File: config.mk
export PLATFORM = sky130hd
export DESIGN_NAME = dual_timer_output_compare
export DESIGN_NICKNAME = d
export VERILOG_FILES = /design/src/dual_timer_output_compare.v
export VERILOG_INCLUDE_DIRS = /design/src
export SDC_FILE = /design/constraint.sdc
export NUM_CORES = 1
export LEC_CHECK = 0
export BUFFER_PORTS_ARGS = -buffer_cell sky130_fd_sc_hd__buf_2
export CORE_ASPECT_RATIO = 0.6
export CORE_UTILIZATION = 35
export DETAILED_ROUTE_END_ITERATION = 8
export PLACE_DENSITY_LB_ADDON = 0.08
export SKIP_LAST_GASP = 1
export SYNTH_ARGS = -nofsm -noshare
export SYNTH_HDL_FRONTEND = slang
export SYNTH_SLANG_ARGS = --single-unit
File: constraint.sdc
create_clock -name mclk -period 20.3 [get_ports mclk]
set_input_delay 2.03 -clock mclk [delete_from_list [all_inputs] [get_ports mclk]]
set_output_delay 2.03 -clock mclk [all_outputs]
set_load 0.01 [all_outputs]
File: src/dual_timer_output_compare_defines.vh
// Purpose: constants for the dual timer output compare block
// Assumes: included by dual_timer_output_compare.v
// Notes: count source codes are 3-bit fields of the source select input
`ifndef DUAL_TIMER_OUTPUT_COMPARE_DEFINES_VH
`define DUAL_TIMER_OUTPUT_COMPARE_DEFINES_VH

`define TMR_WIDTH        16
`define TMR_RESET        16'h0000
`define CMP_RESET        16'h0000
`define SRC_DIV2         3'h0
`define SRC_DIV16        3'h1
`define SRC_DIV32        3'h2
`define SRC_DIV64        3'h3
`define SRC_DIV128       3'h4
`define SRC_DIV256       3'h5
`define SRC_ALT          3'h6
`define SRC_A_LSB        0
`define SRC_A_MSB        2
`define SRC_B_LSB        4
`define SRC_B_MSB        6
`define DIV_MASK2        8'h01
`define DIV_MASK16       8'h0f
`define DIV_MASK32       8'h1f
`define DIV_MASK64       8'h3f
`define DIV_MASK128      8'h7f
`define DIV_MASK256      8'hff

`endif

File: src/dual_timer_output_compare.v
// Purpose: two 16-bit reloadable down timers driving four output compare channels
// Assumes: all inputs synchronous to mclk; write/read strobes are one-cycle pulses
// Notes: the on-chip oscillator arrives as a sampled level; its rising edge is a count tick
// Behaviour
// - Each timer decrements per count tick; after zero it reloads latch and flags underflow.
// - Latch value n gives one underflow every n+1 count ticks.
// - First timer counts main clock /2,/16,/32,/64,/128,/256 or on-chip oscillator.
// - Second timer counts the same divisions or first timer underflows.
// - Write control 0 loads latch and counter; 1 loads latch only, even stopped.
// - Timer byte reads return the counter (low byte snapshotted at the high read), never the latch.
// - Four compare channels, each picking either timer through its own source bit.
// - A set reload bit moves the compare register into its latch at next underflow.
// - Counter equal to a compare latch raises a compare trigger.
// - Trigger enable 1 lets matches change output; 0 holds the output level.
// - Polarity 0: first latch drives high, second low; polarity 1 reverses.
// - Per-channel status shows present compare output level.
// - Each latch match requests interrupt when its own enable bit is set.
// - Modulation drives AND of paired channel outputs on the even channel pin.
// - With source timer stopped, compare loads reach the latch without waiting.
// - Latch above reload value never matches; other latches still signal.
// - Matches still request interrupts while trigger enable is cleared.
`timescale 1ns/1ps
`include "dual_timer_output_compare_defines.vh"
`default_nettype none

module dual_timer_output_compare #(
  parameter integer CHANNELS = 4
) (
  input  wire        mclk,
  input  wire        rst,
  input  wire        onchip_osc,
  input  wire [7:0]  timer_clock_source_select,
  input  wire        first_timer_stop,
  input  wire        second_timer_stop,
  input  wire        first_timer_write_latch_only,
  input  wire        second_timer_write_latch_only,
  input  wire [7:0]  wr_data,
  input  wire        first_timer_low_wr,
  input  wire        first_timer_high_wr,
  input  wire        second_timer_low_wr,
  input  wire        second_timer_high_wr,
  input  wire        first_timer_high_rd,
  input  wire        second_timer_high_rd,
  output reg  [7:0]  first_timer_low_byte,
  output wire [7:0]  first_timer_high_byte,
  output reg  [7:0]  second_timer_low_byte,
  output wire [7:0]  second_timer_high_byte,
  output reg         first_timer_underflow_irq,
  output reg         second_timer_underflow_irq,
  input  wire [1:0]  cmp_write_pointer,
  input  wire        cmp_low_wr,
  input  wire        cmp_high_wr,
  input  wire [7:0]  cmp_reload_set,
  input  wire [3:0]  cmp_timer_source,
  input  wire [3:0]  cmp_trigger_en,
  input  wire [3:0]  cmp_polarity,
  input  wire [7:0]  cmp_int_en,
  input  wire [3:0]  cmp_port_en,
  input  wire [1:0]  cmp_modulation_en,
  output reg  [7:0]  cmp_reload_pending,
  output wire [3:0]  cmp_output_status,
  output reg         cmp_irq_req,
  output reg  [7:0]  cmp_match_pulse,
  output reg  [3:0]  compare_pin_out,
  output wire [3:0]  compare_pin_oe
);

  // Picks the prescaler tap for a 3-bit source code
  function tap_tick;
    input [2:0] code;
    input [7:0] div;
    input       alt;
    begin
      case (code)
        `SRC_DIV2:   tap_tick = ((div & `DIV_MASK2) == `DIV_MASK2);
        `SRC_DIV16:  tap_tick = ((div & `DIV_MASK16) == `DIV_MASK16);
        `SRC_DIV32:  tap_tick = ((div & `DIV_MASK32) == `DIV_MASK32);
        `SRC_DIV64:  tap_tick = ((div & `DIV_MASK64) == `DIV_MASK64);
        `SRC_DIV128: tap_tick = ((div & `DIV_MASK128) == `DIV_MASK128);
        `SRC_DIV256: tap_tick = ((div & `DIV_MASK256) == `DIV_MASK256);
        `SRC_ALT:    tap_tick = alt;
        default:     tap_tick = 1'b0;
      endcase
    end
  endfunction

  reg  [7:0]            div_ff;
  reg                   osc_prev_ff;
  reg  [7:0]            a_stage_ff;
  reg  [7:0]            b_stage_ff;
  reg  [`TMR_WIDTH-1:0] a_cnt_ff;
  reg  [`TMR_WIDTH-1:0] a_latch_ff;
  reg  [`TMR_WIDTH-1:0] b_cnt_ff;
  reg  [`TMR_WIDTH-1:0] b_latch_ff;
  reg                   a_upd_ff;
  reg                   b_upd_ff;
  reg  [`TMR_WIDTH-1:0] cmp_reg_ff [0:CHANNELS-1];
  reg  [`TMR_WIDTH-1:0] cmp_latch_ff [0:2*CHANNELS-1];
  reg  [3:0]            out_ff;
  reg  [7:0]            cmp_lo_stage_ff;
  reg  [7:0]            nxt_match;
  reg  [7:0]            nxt_pending;
  reg  [3:0]            nxt_out;
  reg  [7:0]            nxt_load;
  wire                  osc_rise;
  wire                  a_tick;
  wire                  b_tick;
  wire                  a_uf;
  wire                  b_uf;
  wire [`TMR_WIDTH-1:0] a_wr_val;
  wire [`TMR_WIDTH-1:0] b_wr_val;
  wire [`TMR_WIDTH-1:0] cmp_wr_val;
  integer               i;
  integer               j;

  assign osc_rise = onchip_osc & ~osc_prev_ff;
  assign a_tick   = ~first_timer_stop &
                    tap_tick(timer_clock_source_select[`SRC_A_MSB:`SRC_A_LSB], div_ff, osc_rise);
  assign a_uf     = a_tick & (a_cnt_ff == `TMR_RESET);
  // Cascade tick is the underflow pulse of the first timer
  assign b_tick   = ~second_timer_stop &
                    tap_tick(timer_clock_source_select[`SRC_B_MSB:`SRC_B_LSB], div_ff, a_uf);
  assign b_uf     = b_tick & (b_cnt_ff == `TMR_RESET);
  assign a_wr_val   = {wr_data, a_stage_ff};
  assign b_wr_val   = {wr_data, b_stage_ff};
  assign cmp_wr_val = {wr_data, cmp_lo_stage_ff};

  assign first_timer_high_byte  = a_cnt_ff[15:8];
  assign second_timer_high_byte = b_cnt_ff[15:8];

  always @(posedge mclk or posedge rst)
  begin
    if (rst)
    begin
      div_ff      <= 8'h00;
      osc_prev_ff <= 1'b0;
    end
    else
    begin
      div_ff      <= div_ff + 8'h01;
      osc_prev_ff <= onchip_osc;
    end
  end

  // First timer; high-byte write commits the staged low byte
  always @(posedge mclk or posedge rst)
  begin
    if (rst)
    begin
      a_stage_ff                <= 8'h00;
      a_cnt_ff                  <= `TMR_RESET;
      a_latch_ff                <= `TMR_RESET;
      a_upd_ff                  <= 1'b0;
      first_timer_underflow_irq <= 1'b0;
      first_timer_low_byte      <= 8'h00;
    end
    else
    begin
      a_upd_ff                  <= a_tick;
      first_timer_underflow_irq <= a_uf;
      if (first_timer_low_wr)
        a_stage_ff <= wr_data;
      // Low byte snapshot keeps a high-then-low read coherent
      if (first_timer_high_rd)
        first_timer_low_byte <= a_cnt_ff[7:0];
      if (first_timer_high_wr)
      begin
        a_latch_ff <= a_wr_val;
        if (!first_timer_write_latch_only)
          a_cnt_ff <= a_wr_val;
      end
      else if (a_uf)
        a_cnt_ff <= a_latch_ff;
      else if (a_tick)
        a_cnt_ff <= a_cnt_ff - 16'h0001;
    end
  end

  always @(posedge mclk or posedge rst)
  begin
    if (rst)
    begin
      b_stage_ff                 <= 8'h00;
      b_cnt_ff                   <= `TMR_RESET;
      b_latch_ff                 <= `TMR_RESET;
      b_upd_ff                   <= 1'b0;
      second_timer_underflow_irq <= 1'b0;
      second_timer_low_byte      <= 8'h00;
    end
    else
    begin
      b_upd_ff                   <= b_tick;
      second_timer_underflow_irq <= b_uf;
      if (second_timer_low_wr)
        b_stage_ff <= wr_data;
      if (second_timer_high_rd)
        second_timer_low_byte <= b_cnt_ff[7:0];
      if (second_timer_high_wr)
      begin
        b_latch_ff <= b_wr_val;
        if (!second_timer_write_latch_only)
          b_cnt_ff <= b_wr_val;
      end
      else if (b_uf)
        b_cnt_ff <= b_latch_ff;
      else if (b_tick)
        b_cnt_ff <= b_cnt_ff - 16'h0001;
    end
  end

  // Matches are sampled once per new count value so a stopped timer does not refire
  always @*
  begin
    nxt_match   = 8'h00;
    nxt_pending = cmp_reload_pending | cmp_reload_set;
    nxt_load    = 8'h00;
    nxt_out     = out_ff;
    for (i = 0; i < 2*CHANNELS; i = i + 1)
    begin
      if (cmp_timer_source[i/2])
        nxt_match[i] = b_upd_ff & (b_cnt_ff == cmp_latch_ff[i]);
      else
        nxt_match[i] = a_upd_ff & (a_cnt_ff == cmp_latch_ff[i]);
      // Stopped source loads at once; running source waits for its underflow
      if (cmp_timer_source[i/2] ? (second_timer_stop | b_uf) : (first_timer_stop | a_uf))
        nxt_load[i] = nxt_pending[i];
    end
    nxt_pending = nxt_pending & ~nxt_load;
    for (i = 0; i < CHANNELS; i = i + 1)
    begin
      if (cmp_trigger_en[i])
      begin
        if (nxt_match[2*i+1])
          nxt_out[i] = cmp_polarity[i];
        else if (nxt_match[2*i])
          nxt_out[i] = ~cmp_polarity[i];
      end
    end
  end

  // Compare staging, reload and output levels
  always @(posedge mclk or posedge rst)
  begin
    if (rst)
    begin
      cmp_lo_stage_ff    <= 8'h00;
      cmp_reload_pending <= 8'h00;
      cmp_match_pulse    <= 8'h00;
      cmp_irq_req        <= 1'b0;
      out_ff             <= 4'h0;
      for (j = 0; j < CHANNELS; j = j + 1)
        cmp_reg_ff[j] <= `CMP_RESET;
      for (j = 0; j < 2*CHANNELS; j = j + 1)
        cmp_latch_ff[j] <= `CMP_RESET;
    end
    else
    begin
      out_ff          <= nxt_out;
      cmp_match_pulse <= nxt_match;
      cmp_irq_req     <= |(nxt_match & cmp_int_en);
      if (cmp_low_wr)
        cmp_lo_stage_ff <= wr_data;
      if (cmp_high_wr)
        cmp_reg_ff[cmp_write_pointer] <= cmp_wr_val;
      // Load strobes are decoded together with the pending bits
      for (j = 0; j < 2*CHANNELS; j = j + 1)
      begin
        if (nxt_load[j])
          cmp_latch_ff[j] <= cmp_reg_ff[j/2];
      end
      cmp_reload_pending <= nxt_pending;
    end
  end

  assign cmp_output_status = out_ff;
  assign compare_pin_oe    = cmp_port_en;

  // Pins are registered; modulation ANDs the odd channel into the even pin
  always @(posedge mclk or posedge rst)
  begin
    if (rst)
      compare_pin_out <= 4'h0;
    else
    begin
      compare_pin_out[0] <= cmp_modulation_en[0] ? (nxt_out[0] & nxt_out[1]) : nxt_out[0];
      compare_pin_out[1] <= nxt_out[1];
      compare_pin_out[2] <= cmp_modulation_en[1] ? (nxt_out[2] & nxt_out[3]) : nxt_out[2];
      compare_pin_out[3] <= nxt_out[3];
    end
  end

endmodule // dual_timer_output_compare

`default_nettype wire

### Word level (Yosys, flattened, before mapping)

Index checks and enable logic that the tools add are counted.

* reduce and logical (&&, ||, !) cells: 10
* mux-type cells: 47
* equal/unequal tests: 35
* add/subtract/negate cells: 3
* bitwise gates (word level): 37
* order comparisons: 2

Operators with widths (number)
* $eq A16 B16 Y1: 16
* $mux W16: 9
* $bwmux W64: 1
* $mux W1: 34
* $demux W16 S2: 1
* $logic_not A16 Y1: 2
* $sub A16 B1 Y16 const B: 2
* $and A1 B1 Y1: 23
* $eq A3 B3 Y1 const B: 6
* $and A8 B8 Y8: 2
* $pmux W1 S7: 2
* $eq A3 B2 Y1 const B: 4
* $add A8 B1 Y8 const B: 1
* $eq A8 B8 Y1 const B: 1
* $not A8 Y8: 1
* $or A8 B8 Y8: 1
* $reduce_or A8 Y1: 1
* $eq A7 B7 Y1 const B: 1
* $not A1 Y1: 7
* $eq A3 B1 Y1 const B: 2
* $eq A6 B6 Y1 const B: 1
* $logic_not A3 Y1: 2
* $reduce_bool A3 Y1: 2
* $eq A5 B5 Y1 const B: 1
* 8 further kinds: 11

* logic and storage cells: 166
* register bits: 334
* input bits: 67
* output and inout port bits: 63

### Depth between registers and ports, before layout

Gate-level depths: netlist (run 1).

* depth in word-level cells: 13
* depth in mapped cells: 11
* gate-level depth less buffers: 9

### Least setup slack after synthesis (run 1)

OpenSTA, ideal clock, no wires.

* path type: input to register
* from: input port timer_clock_source_select[1]
* to: register cmp_latch_ff[112] in the netlist's numbering
* path buffers: 2
* stages: 9
* setup slack: 15.823 ns
* setup time: 0.125 ns
* data arrival time: 4.352 ns
* data required time: 20.175 ns
* path through: nand4b_1 a211oi_1 a32oi_1 a2111oi_4 o21ai_4 buf_6 a211oi_4 buf_6 mux2_4

* cells in the longest elaborated chain, start to end: 10
* elaborated cells on any way between the ends: 17
* those cells by class: eq/ne (6); mux (4); bitwise (6); reduce/logical (1)

RTL lines
* start: declaration: RTL line dual_timer_output_compare.v:32 `input wire [7:0] timer_clock_source_select,`
* $eq A3 B3 Y1, or another cell as far along: RTL line dual_timer_output_compare.v:74 `case (code)`
* $pmux W1 S7 (*): RTL line dual_timer_output_compare.v:74
* $and A1 B1 Y1 (*): RTL line dual_timer_output_compare.v:117 `assign a_tick = ~first_timer_stop &`
* $and A1 B1 Y1 (*): RTL line dual_timer_output_compare.v:119 `` assign a_uf = a_tick & (a_cnt_ff == `TMR_RESET); ``
* $pmux W1 S7: RTL line dual_timer_output_compare.v:74
* $and A1 B1 Y1: RTL line dual_timer_output_compare.v:121 `assign b_tick = ~second_timer_stop &`
* $and A1 B1 Y1: RTL line dual_timer_output_compare.v:123 `` assign b_uf = b_tick & (b_cnt_ff == `TMR_RESET); ``
* $or A1 B1 Y1: RTL line dual_timer_output_compare.v:225 `if (cmp_timer_source[i/2] ? (second_timer_stop | b_uf) : (first_timer_stop | a_uf))`
* $mux W1 (*) (2 in a row): RTL line dual_timer_output_compare.v:225
* end signal: indexed assignment: RTL line dual_timer_output_compare.v:254 `` cmp_latch_ff[j] <= `CMP_RESET; ``
* end signal: indexed assignment: RTL line dual_timer_output_compare.v:269 `cmp_latch_ff[j] <= cmp_reg_ff[j/2];`
* end: declaration: RTL line dual_timer_output_compare.v:98 `` reg [`TMR_WIDTH-1:0] cmp_latch_ff [0:2*CHANNELS-1]; ``

Mark *: on every way between the ends. The rest lies on a longest branch, timed or not.
A chain may end at the register's enable or synchronous reset.

### Final worst setup path (run 1)

* from: input port timer_clock_source_select[1]
* to: register cmp_latch_ff[58] in the netlist's numbering

Same word-level chain as after synthesis.

==> tab_implementation.tex, run 1 <==
\begin{tabular}{lr}
\hline
Metric & Value \\
\hline
\multicolumn{2}{l}{\textbf{Critical path}} \\
Max stage delay on crit path & 1070 ps \\
R2R cell count & 7 \\
Capture point of the worst reg-to-reg path & cmp\_latch\_ff[58] \\
Req. time, crit path & 20,720 ps \\
Category of the critical setup timing path & primary input to register \\
Data arrival at the endpoint of the critical path & 5590 ps \\
Crit-path slowest cell & a211oi\_4 \\
Crit path max-delay family & compound AO/OA/AOI/OAI gates \\
Register-to-register setup slack & 15,950 ps \\
Launch instance of the worst register-to-register path & a\_cnt\_ff[7] \\
Series of cell instances along the critical path & buf\_2, nand4b\_1, a211oi\_1, a32oi\_1, a2111oi\_4, o21ai\_4, a211oi\_4, mux2\_2 \\
Worst Path Buf+Inv & 1 \\
Worst-path maximum fanout & 16 \\
Startpoint Class & primary input \\
Crit. End Element & register \\
\multicolumn{2}{l}{\textbf{Global route}} \\
Wire length of the first global-routing pass & 91,500 um \\
Number of global-route vias before repair & 12,600 \\
Global-route met2 utilization & 34.8\% \\
Initial antenna violation count & 7 \\
Remaining Overflow, GRT & 0 \\
Met3 Resource Use GR & 4.46\% \\
GR Layer Usage met1 & 38.5\% \\
Busiest metal layer after global routing & met1 \\
Global-route usage over all layers & 24.6\% \\
Pin count of the biggest net entering global routing & 168 \\
\multicolumn{2}{l}{\textbf{Drt}} \\
WL/cell & 27.2 um \\
Vias post-DR & 12,500 \\
Remaining antenna violation count & 0 \\
Number of vias per cell after detailed routing & 5.47 \\
Number of optimization iterations in the first detailed-route pass & 7 \\
Detailed-route wire length & 62,300 um \\
First-iteration detailed-routing DRC count & 1,081 \\
\# DRC & 0 \\
\multicolumn{2}{l}{\textbf{Layout}} \\
Post-synthesis to final-layout area growth & 13.6\% \\
Final design instance area without fill & 0.0201 mm\^{}2 \\
Fraction of layout instances using a drive strength above 1 & 28.5\% \\
Final net count & 1,689 \\
Final core occ & 40.5\% \\
Fill cells & 4,847 \\
\multicolumn{2}{l}{\textbf{Synth}} \\
Combinational family with the most area after synthesis & multiplexers \\
Total standard cell area after synthesis & 0.0177 mm\^{}2 \\
Largest area contributor in the synthesized netlist & dfrtp\_1 \\
Multiplexer fraction of the synthesized cell area & 17.4\% \\
Yosys top cell area share & 47.0\% \\
Most frequent cell after synthesis & dfrtp\_1 \\
Sequential cell area fraction in the yosys report & 47.0\% \\
Ranking of synthesized cells by instance count & dfrtp\_1, xor2\_1, mux2\_2, nor4\_1, nor2\_1 \\
Compound-cell area share of the yosys netlist & 7.18\% \\
Top\_reg\_cell synth & dfrtp\_1 \\
Main area contributors after synthesis & dfrtp\_1, xor2\_1, mux2\_2 \\
Post-Synth Simple-Gate Area & 10.7\% \\
Total nets after synthesis & 1,601 \\
Synth Register Bits & 332 \\
Average size of a mapped cell & 11.6 um\^{}2 \\
Yosys cell types & 67 \\
Share of async-settable or async-resettable flops after synthesis & 100\% \\
Number of warning messages in the yosys log & 0 \\
Number of synthesized flops with an enable pin & 0 \\
Gate Count Post-Synth & 1,529 \\
Post-Synth XOR/XNOR Area & 13.7\% \\
Post-synthesis share of cell area spent on full adders, half adders and majority gates & 0.354\% \\
\multicolumn{2}{l}{\textbf{Timing}} \\
Worst hold margin & 489 ps \\
Setup clock skew after layout & 13.0 ps \\
Transition time at the pin with the least slew margin & 1210 ps \\
Normalized max-slew margin & 19.0\% \\
Sum Neg Setup Slack & 0 ps \\
Highest attainable clock frequency & 194 MHz \\
Fin crit period & 5170 ps \\
Final critical-path share of the clock period & 25.5\% \\
Hold violation total from the final report & 0 \\
Setup-failing EPs final & 0 \\
Number of pins with negative max-slew slack in the final report & 0 \\
Unrepaired setup endpoints after global routing & false \\
\multicolumn{2}{l}{\textbf{Run}} \\
MaxCap Viol Count & 0 \\
\multicolumn{2}{l}{\textbf{Clocking}} \\
Total of cells resized after clock tree synthesis & 0 \\
Register clock-pin slew on the reported worst setup and hold paths & 60 ps \\
Clock H-tree levels & 2 \\
Setup Fix Bufs, Post-CTS & 0 \\
Number of buffers created by CTS & 36 \\
Cts-stage hold buffer count & 0 \\
Clock tree root buffer cell & clkbuf\_16 \\
Clock Path Buffers & 3 \\
TritonCTS sink count & 332 \\
Clock tree from TritonCTS & built \\
Clock latency reported for the late side of the worst-skew pair & 540 ps \\
\multicolumn{2}{l}{\textbf{Die}} \\
Horizontal extent of the die & 292 um \\
Floorplan die area & 0.0515 mm\^{}2 \\
Initial standard-cell utilization of the core & 35.6\% \\
Placeable core region & 0.0497 mm\^{}2 \\
Die extent in y & 176 um \\
Standard-cell row count & 63 \\
Count of pins on the block boundary & 130 \\
\multicolumn{2}{l}{\textbf{Power and ir drop}} \\
Power per unit of standard cell area & 120 mW/mm\^{}2 \\
Static Leakage & 8.70 nW \\
Worst vdd rail ir drop & 61.0 uV \\
Sum of internal, switching and leakage power & 2.41 mW \\
\multicolumn{2}{l}{\textbf{Min path}} \\
End point of the worst hold path & a\_latch\_ff[6] \\
Hold path start & a\_latch\_ff[6] \\
Hold Crit Depth & 1 \\
Worst Hold Class & register to register \\
\multicolumn{2}{l}{\textbf{Placed design}} \\
HPWL after detailed placement & 42,400 um \\
Count of input and output buffers & 119 \\
Final estimated routing congestion in global placement & 0.884 \\
Area after DPL & 0.0189 mm\^{}2 \\
\multicolumn{2}{l}{\textbf{Run status}} \\
Result of the run & complete, no violations \\
\hline
\end{tabular}
[cell type report]
cell class                      count  area [um^2]  area share [%]
Antenna cell                        2         5.00          0.0249
Clock buffer                       49         1040            5.18
Clock inverter                     14          180           0.897
Inverter                           31          124           0.617
Multi-Input combinational cell   1060         8730            43.5
Sequential cell                   332         8310            41.4
Tap cell                          650          813            4.05
Timing Repair Buffer              156          886            4.41
[power by group]
part	total (mW)	internal, mW	switching, mW
Clock	0.697	0.411	0.287
Combinational	0.692	0.319	0.373
Sequential	1.02	0.814	0.210
Total	2.41	1.54	0.870
[cell families (layout without fill, tap and decap cells)]
logic type | Yosys count | after routing
xor gates and xnor gates | 276 | 276
and+or+nand+nor | 356 | 356
AOI/OAI and AO/OA | 165 | 165
adders and majority gates | 5 | 5
muxes | 258 | 258
buffers and inverters | 137 | 250
DFF | 332 | 332
other | 0 | 2
[how the worst max path moves through the flow]
stage	from	end	slack (ps)	cells after the start
after floorplan	rst	a_cnt_ff[0]	9070	1
after global placement	timer_clock_source_select[1]	cmp_latch_ff[62]	14590	8
after detailed placement	timer_clock_source_select[1]	cmp_latch_ff[63]	14570	8
after CTS	timer_clock_source_select[1]	cmp_latch_ff[60]	15130	8
after global routing	timer_clock_source_select[1]	cmp_latch_ff[60]	14960	8
final	timer_clock_source_select[1]	cmp_latch_ff[58]	15130	8
[stage by stage]
step	worst slack, ps	instances
after floorplan	9070	1529
after global placement	14590	2229
after detailed placement	14570	2229
after CTS	15130	2292
after global routing	14960	2292
final	15130	2294
[sequential cells by signal (all words and copies together) (netlist names), 16 cells and up]
register,cells
b_latch_ff,16
cmp_latch_ff,128
a_latch_ff,16
b_cnt_ff,16
a_cnt_ff,16
cmp_reg_ff,64
[metal layers]
layer / part of all wire, % / vias up
li1: - / 5574
met2: 41 / 415
met3: 6.8 / 77
met4: 1.9 / 2
met5: 0.021 / -
met1: 50 / 6479
[cell usage in the layout (no fill, tap or decap), types with 5 or more instances in the layout]
| cell | n |
|---|---|
| a211o_1 | 7 |
| a211oi_1 | 7 |
| a211oi_4 | 8 |
| a21o_1 | 9 |
| a21oi_1 | 15 |
| a221oi_1 | 5 |
| a22oi_1 | 7 |
| a31oi_1 | 16 |
| and3_1 | 9 |
| buf_2 | 119 |
| buf_4 | 36 |
| clkbuf_1 | 5 |
| clkbuf_16 | 37 |
| clkbuf_8 | 7 |
| clkinv_2 | 7 |
| dfrtp_1 | 332 |
| ha_1 | 5 |
| inv_1 | 29 |
| mux2_1 | 17 |
| mux2_2 | 180 |
| mux2_4 | 50 |
| mux2i_1 | 11 |
| nand2_1 | 49 |
| nand2b_1 | 9 |
| nand3_1 | 24 |
| nand4_1 | 20 |
| nor2_1 | 73 |
| nor2b_1 | 18 |
| nor3_1 | 45 |
| nor3b_1 | 11 |
| nor4_1 | 76 |
| o211ai_1 | 11 |
| o21ai_0 | 29 |
| o22ai_1 | 15 |
| or3_1 | 5 |
| xnor2_1 | 16 |
| xor2_1 | 260 |
Power figures use the tool's default switching activity.
==> run 2: changes to the inputs <==
==> constraint.sdc (replaced) <==
create_clock -name mclk -period 5.35 [get_ports mclk]
set_input_delay 0.535 -clock mclk [delete_from_list [all_inputs] [get_ports mclk]]
set_output_delay 0.535 -clock mclk [all_outputs]
set_load 0.01 [all_outputs]
==> tab_implementation.tex, run 2 (synthesis gave the netlist of run 1 again) <==
\begin{tabular}{lr}
\hline
Metric & Value \\
\hline
\multicolumn{2}{l}{\textbf{Clocking}} \\
Number of buffers created by CTS & 36 (unchanged) \\
Clock tree from TritonCTS & built \\
Total of cells resized after clock tree synthesis & 0 (unchanged) \\
Clock Path Buffers & 3 (unchanged) \\
TritonCTS sink count & 332 (unchanged) \\
Register clock-pin slew on the reported worst setup and hold paths & 70 ps (about the same) \\
Clock tree root buffer cell & clkbuf\_16 \\
Clock H-tree levels & 2 (unchanged) \\
Clock latency reported for the late side of the worst-skew pair & 550 ps (about the same) \\
Cts-stage hold buffer count & 0 (unchanged) \\
Setup Fix Bufs, Post-CTS & 0 (unchanged) \\
\multicolumn{2}{l}{\textbf{Min path}} \\
Worst Hold Class & primary input to async pin \\
\multicolumn{2}{l}{\textbf{Global route}} \\
Initial antenna violation count & 5 (-2) \\
Remaining Overflow, GRT & 0 (unchanged) \\
Pin count of the biggest net entering global routing & 166 (-1.2\%) \\
Number of global-route vias before repair & 12,400 (-0.88\%) \\
Wire length of the first global-routing pass & 90,200 um (-1.5\%) \\
Global-route usage over all layers & 24.3\% (-0.28 points) \\
\multicolumn{2}{l}{\textbf{Drt}} \\
\# DRC & 0 (unchanged) \\
Detailed-route wire length & 61,700 um (-1.0\%) \\
First-iteration detailed-routing DRC count & 1,090 (+0.83\%) \\
Vias post-DR & 12,600 (+0.26\%) \\
Number of vias per cell after detailed routing & 5.45 (-0.35\%) \\
Remaining antenna violation count & 0 (unchanged) \\
WL/cell & 26.7 um (-1.6\%) \\
Number of optimization iterations in the first detailed-route pass & 5 (-2) \\
\multicolumn{2}{l}{\textbf{Power and ir drop}} \\
Worst vdd rail ir drop & 216 uV (+250\%) \\
Power dissipated by switching net loads & 3.30 mW (+280\%) \\
Power per unit of standard cell area & 457 mW/mm\^{}2 (+280\%) \\
Internal Pwr Total & 5.95 mW (+290\%) \\
Sum of internal, switching and leakage power & 9.25 mW (+280\%) \\
Reg power frac & 40.9\% (-1.5 points) \\
Proportion of total power due to net switching & 35.7\% (-0.36 points) \\
Share of power burned in the clock network & 29.5\% (+0.6 points) \\
Static Leakage & 8.78 nW (+0.86\%) \\
Comb power frac & 29.7\% (+1.0 points) \\
\multicolumn{2}{l}{\textbf{Timing}} \\
Highest attainable clock frequency & 253 MHz \\
Transition time at the pin with the least slew margin & 1280 ps (+65.2 ps) \\
Sum Neg Setup Slack & 0 ps (unchanged) \\
Hold violation total from the final report & 0 (unchanged) \\
Normalized max-slew margin & 14.4\% (-4.7 points) \\
Setup-failing EPs final & 0 (unchanged) \\
Unrepaired setup endpoints after global routing & false \\
Final critical-path share of the clock period & 73.9\% \\
Number of pins with negative max-slew slack in the final report & 0 (unchanged) \\
Setup clock skew after layout & 18.9 ps (+5.87 ps) \\
Fin crit period & 3950 ps \\
\multicolumn{2}{l}{\textbf{Die}} \\
Count of pins on the block boundary & 130 (unchanged) \\
Die extent in y & 176 um (unchanged) \\
Standard-cell row count & 63 (unchanged) \\
Floorplan die area & 0.0515 mm\^{}2 (unchanged) \\
Initial standard-cell utilization of the core & 35.6\% (unchanged) \\
Placeable core region & 0.0497 mm\^{}2 (unchanged) \\
Horizontal extent of the die & 292 um (unchanged) \\
\multicolumn{2}{l}{\textbf{Critical path}} \\
Category of the critical setup timing path & register to register \\
Worst-path maximum fanout & 16 (unchanged) \\
Data arrival at the endpoint of the critical path & 4370 ps (-1220 ps) \\
Crit. End Element & register \\
Req. time, crit path & 5770 ps (-14,950 ps) \\
Startpoint Class & register \\
\multicolumn{2}{l}{\textbf{Layout}} \\
Most frequent cells in the layout & dfrtp\_1, xor2\_1, mux2\_2, buf\_2, nor4\_1 \\
Total inserted antenna cells & 0 (-2) \\
Reg with most FFs & cmp\_latch\_ff \\
Fraction of layout instances using a drive strength above 1 & 29.1\% (+0.57 points) \\
Max FFs per register & 128 (unchanged) \\
Leading cell type in the layout, fill and taps excluded & dfrtp\_1 \\
Biggest regs & cmp\_latch\_ff x128, cmp\_reg\_ff x64 \\
Post-synthesis to final-layout area growth & 14.5\% \\
Final net count & 1,703 (+0.83\%) \\
Fill cells & 4,852 (+0.10\%) \\
\multicolumn{2}{l}{\textbf{Placed design}} \\
HPWL after detailed placement & 42,000 um (-0.96\%) \\
Final estimated routing congestion in global placement & 0.911 (+3.1\%) \\
Count of input and output buffers & 119 (unchanged) \\
\multicolumn{2}{l}{\textbf{Run}} \\
MaxCap Viol Count & 0 (unchanged) \\
\multicolumn{2}{l}{\textbf{Run status}} \\
Result of the run & complete, no violations \\
\hline
\end{tabular}
==> run 2: layer usage <==
metal  GRT usage, %  wire, um
met2           34.4     25300
met3           4.07      3510
met5              0         0
met4           6.47      1630
met1           37.7     31200
==> run 2: critical path, stage by stage (launching register included) <==
cell and delay [ps]:
dfrtp_1 730, nor4_2 370, buf_4 230, and4_1 240, a21oi_1 70, a31oi_1 780
buf_4 300, nor2_1 120, a211oi_4 220, buf_4 360, mux2_2 380
==> run 2: through the flow <==
stage / hold WS (ps) / cell area (um^2) / utilization [%] / setup WS, ps / instances
4_1_cts: 91.4 / 20200 / 40.8 / 1420 / 2308
5_1_grt: 106 / 20200 / 40.8 / 1350 / 2308
3_3_place_gp: 466 / 19000 / 38.2 / 1420 / 2243
6_report: 100 / 20200 / 40.8 / 1400 / 2308
2_1_floorplan: 451 / 17700 / - / 380 / 1529
3_5_place_dp: 469 / 19000 / 38.2 / 1450 / 2243
==> run 2: path summary, 6_finish.rpt <==
path                               start           endpoint  cells past startpoint  slack [ps]
max                          a_cnt_ff[3]   cmp_latch_ff[91]                     10        1400
min in group mclk             onchip_osc        osc_prev_ff                      1         120
min reg2reg                a_latch_ff[6]      a_latch_ff[6]                      1         480
max reg2reg                  a_cnt_ff[3]   cmp_latch_ff[91]                     10        1400
min                                  rst   cmp_latch_ff[73]                      2         100
max in group asynchronous            rst  cmp_latch_ff[120]                      3        3900
==> run 2: cell type report <==
cell class	instances	area, um^2	share of cell area, %
Multi-Input combinational cell	1060	8730	43.1
Tap cell	650	813	4.02
Timing Repair Buffer	170	1000	4.96
Clock buffer	48	1020	5.02
Sequential cell	332	8310	41.0
Inverter	31	120	0.593
Clock inverter	17	256	1.27
==> run 2: power by group through the flow <==
stage	Combinational, mW	Clock, mW	Sequential (mW)
after floorplan	1.94	0	3.59
after global placement	2.72	0	3.80
after detailed placement	2.71	0	3.81
after CTS	2.73	2.81	3.78
after global routing	2.96	2.92	3.86
final	2.74	2.73	3.78
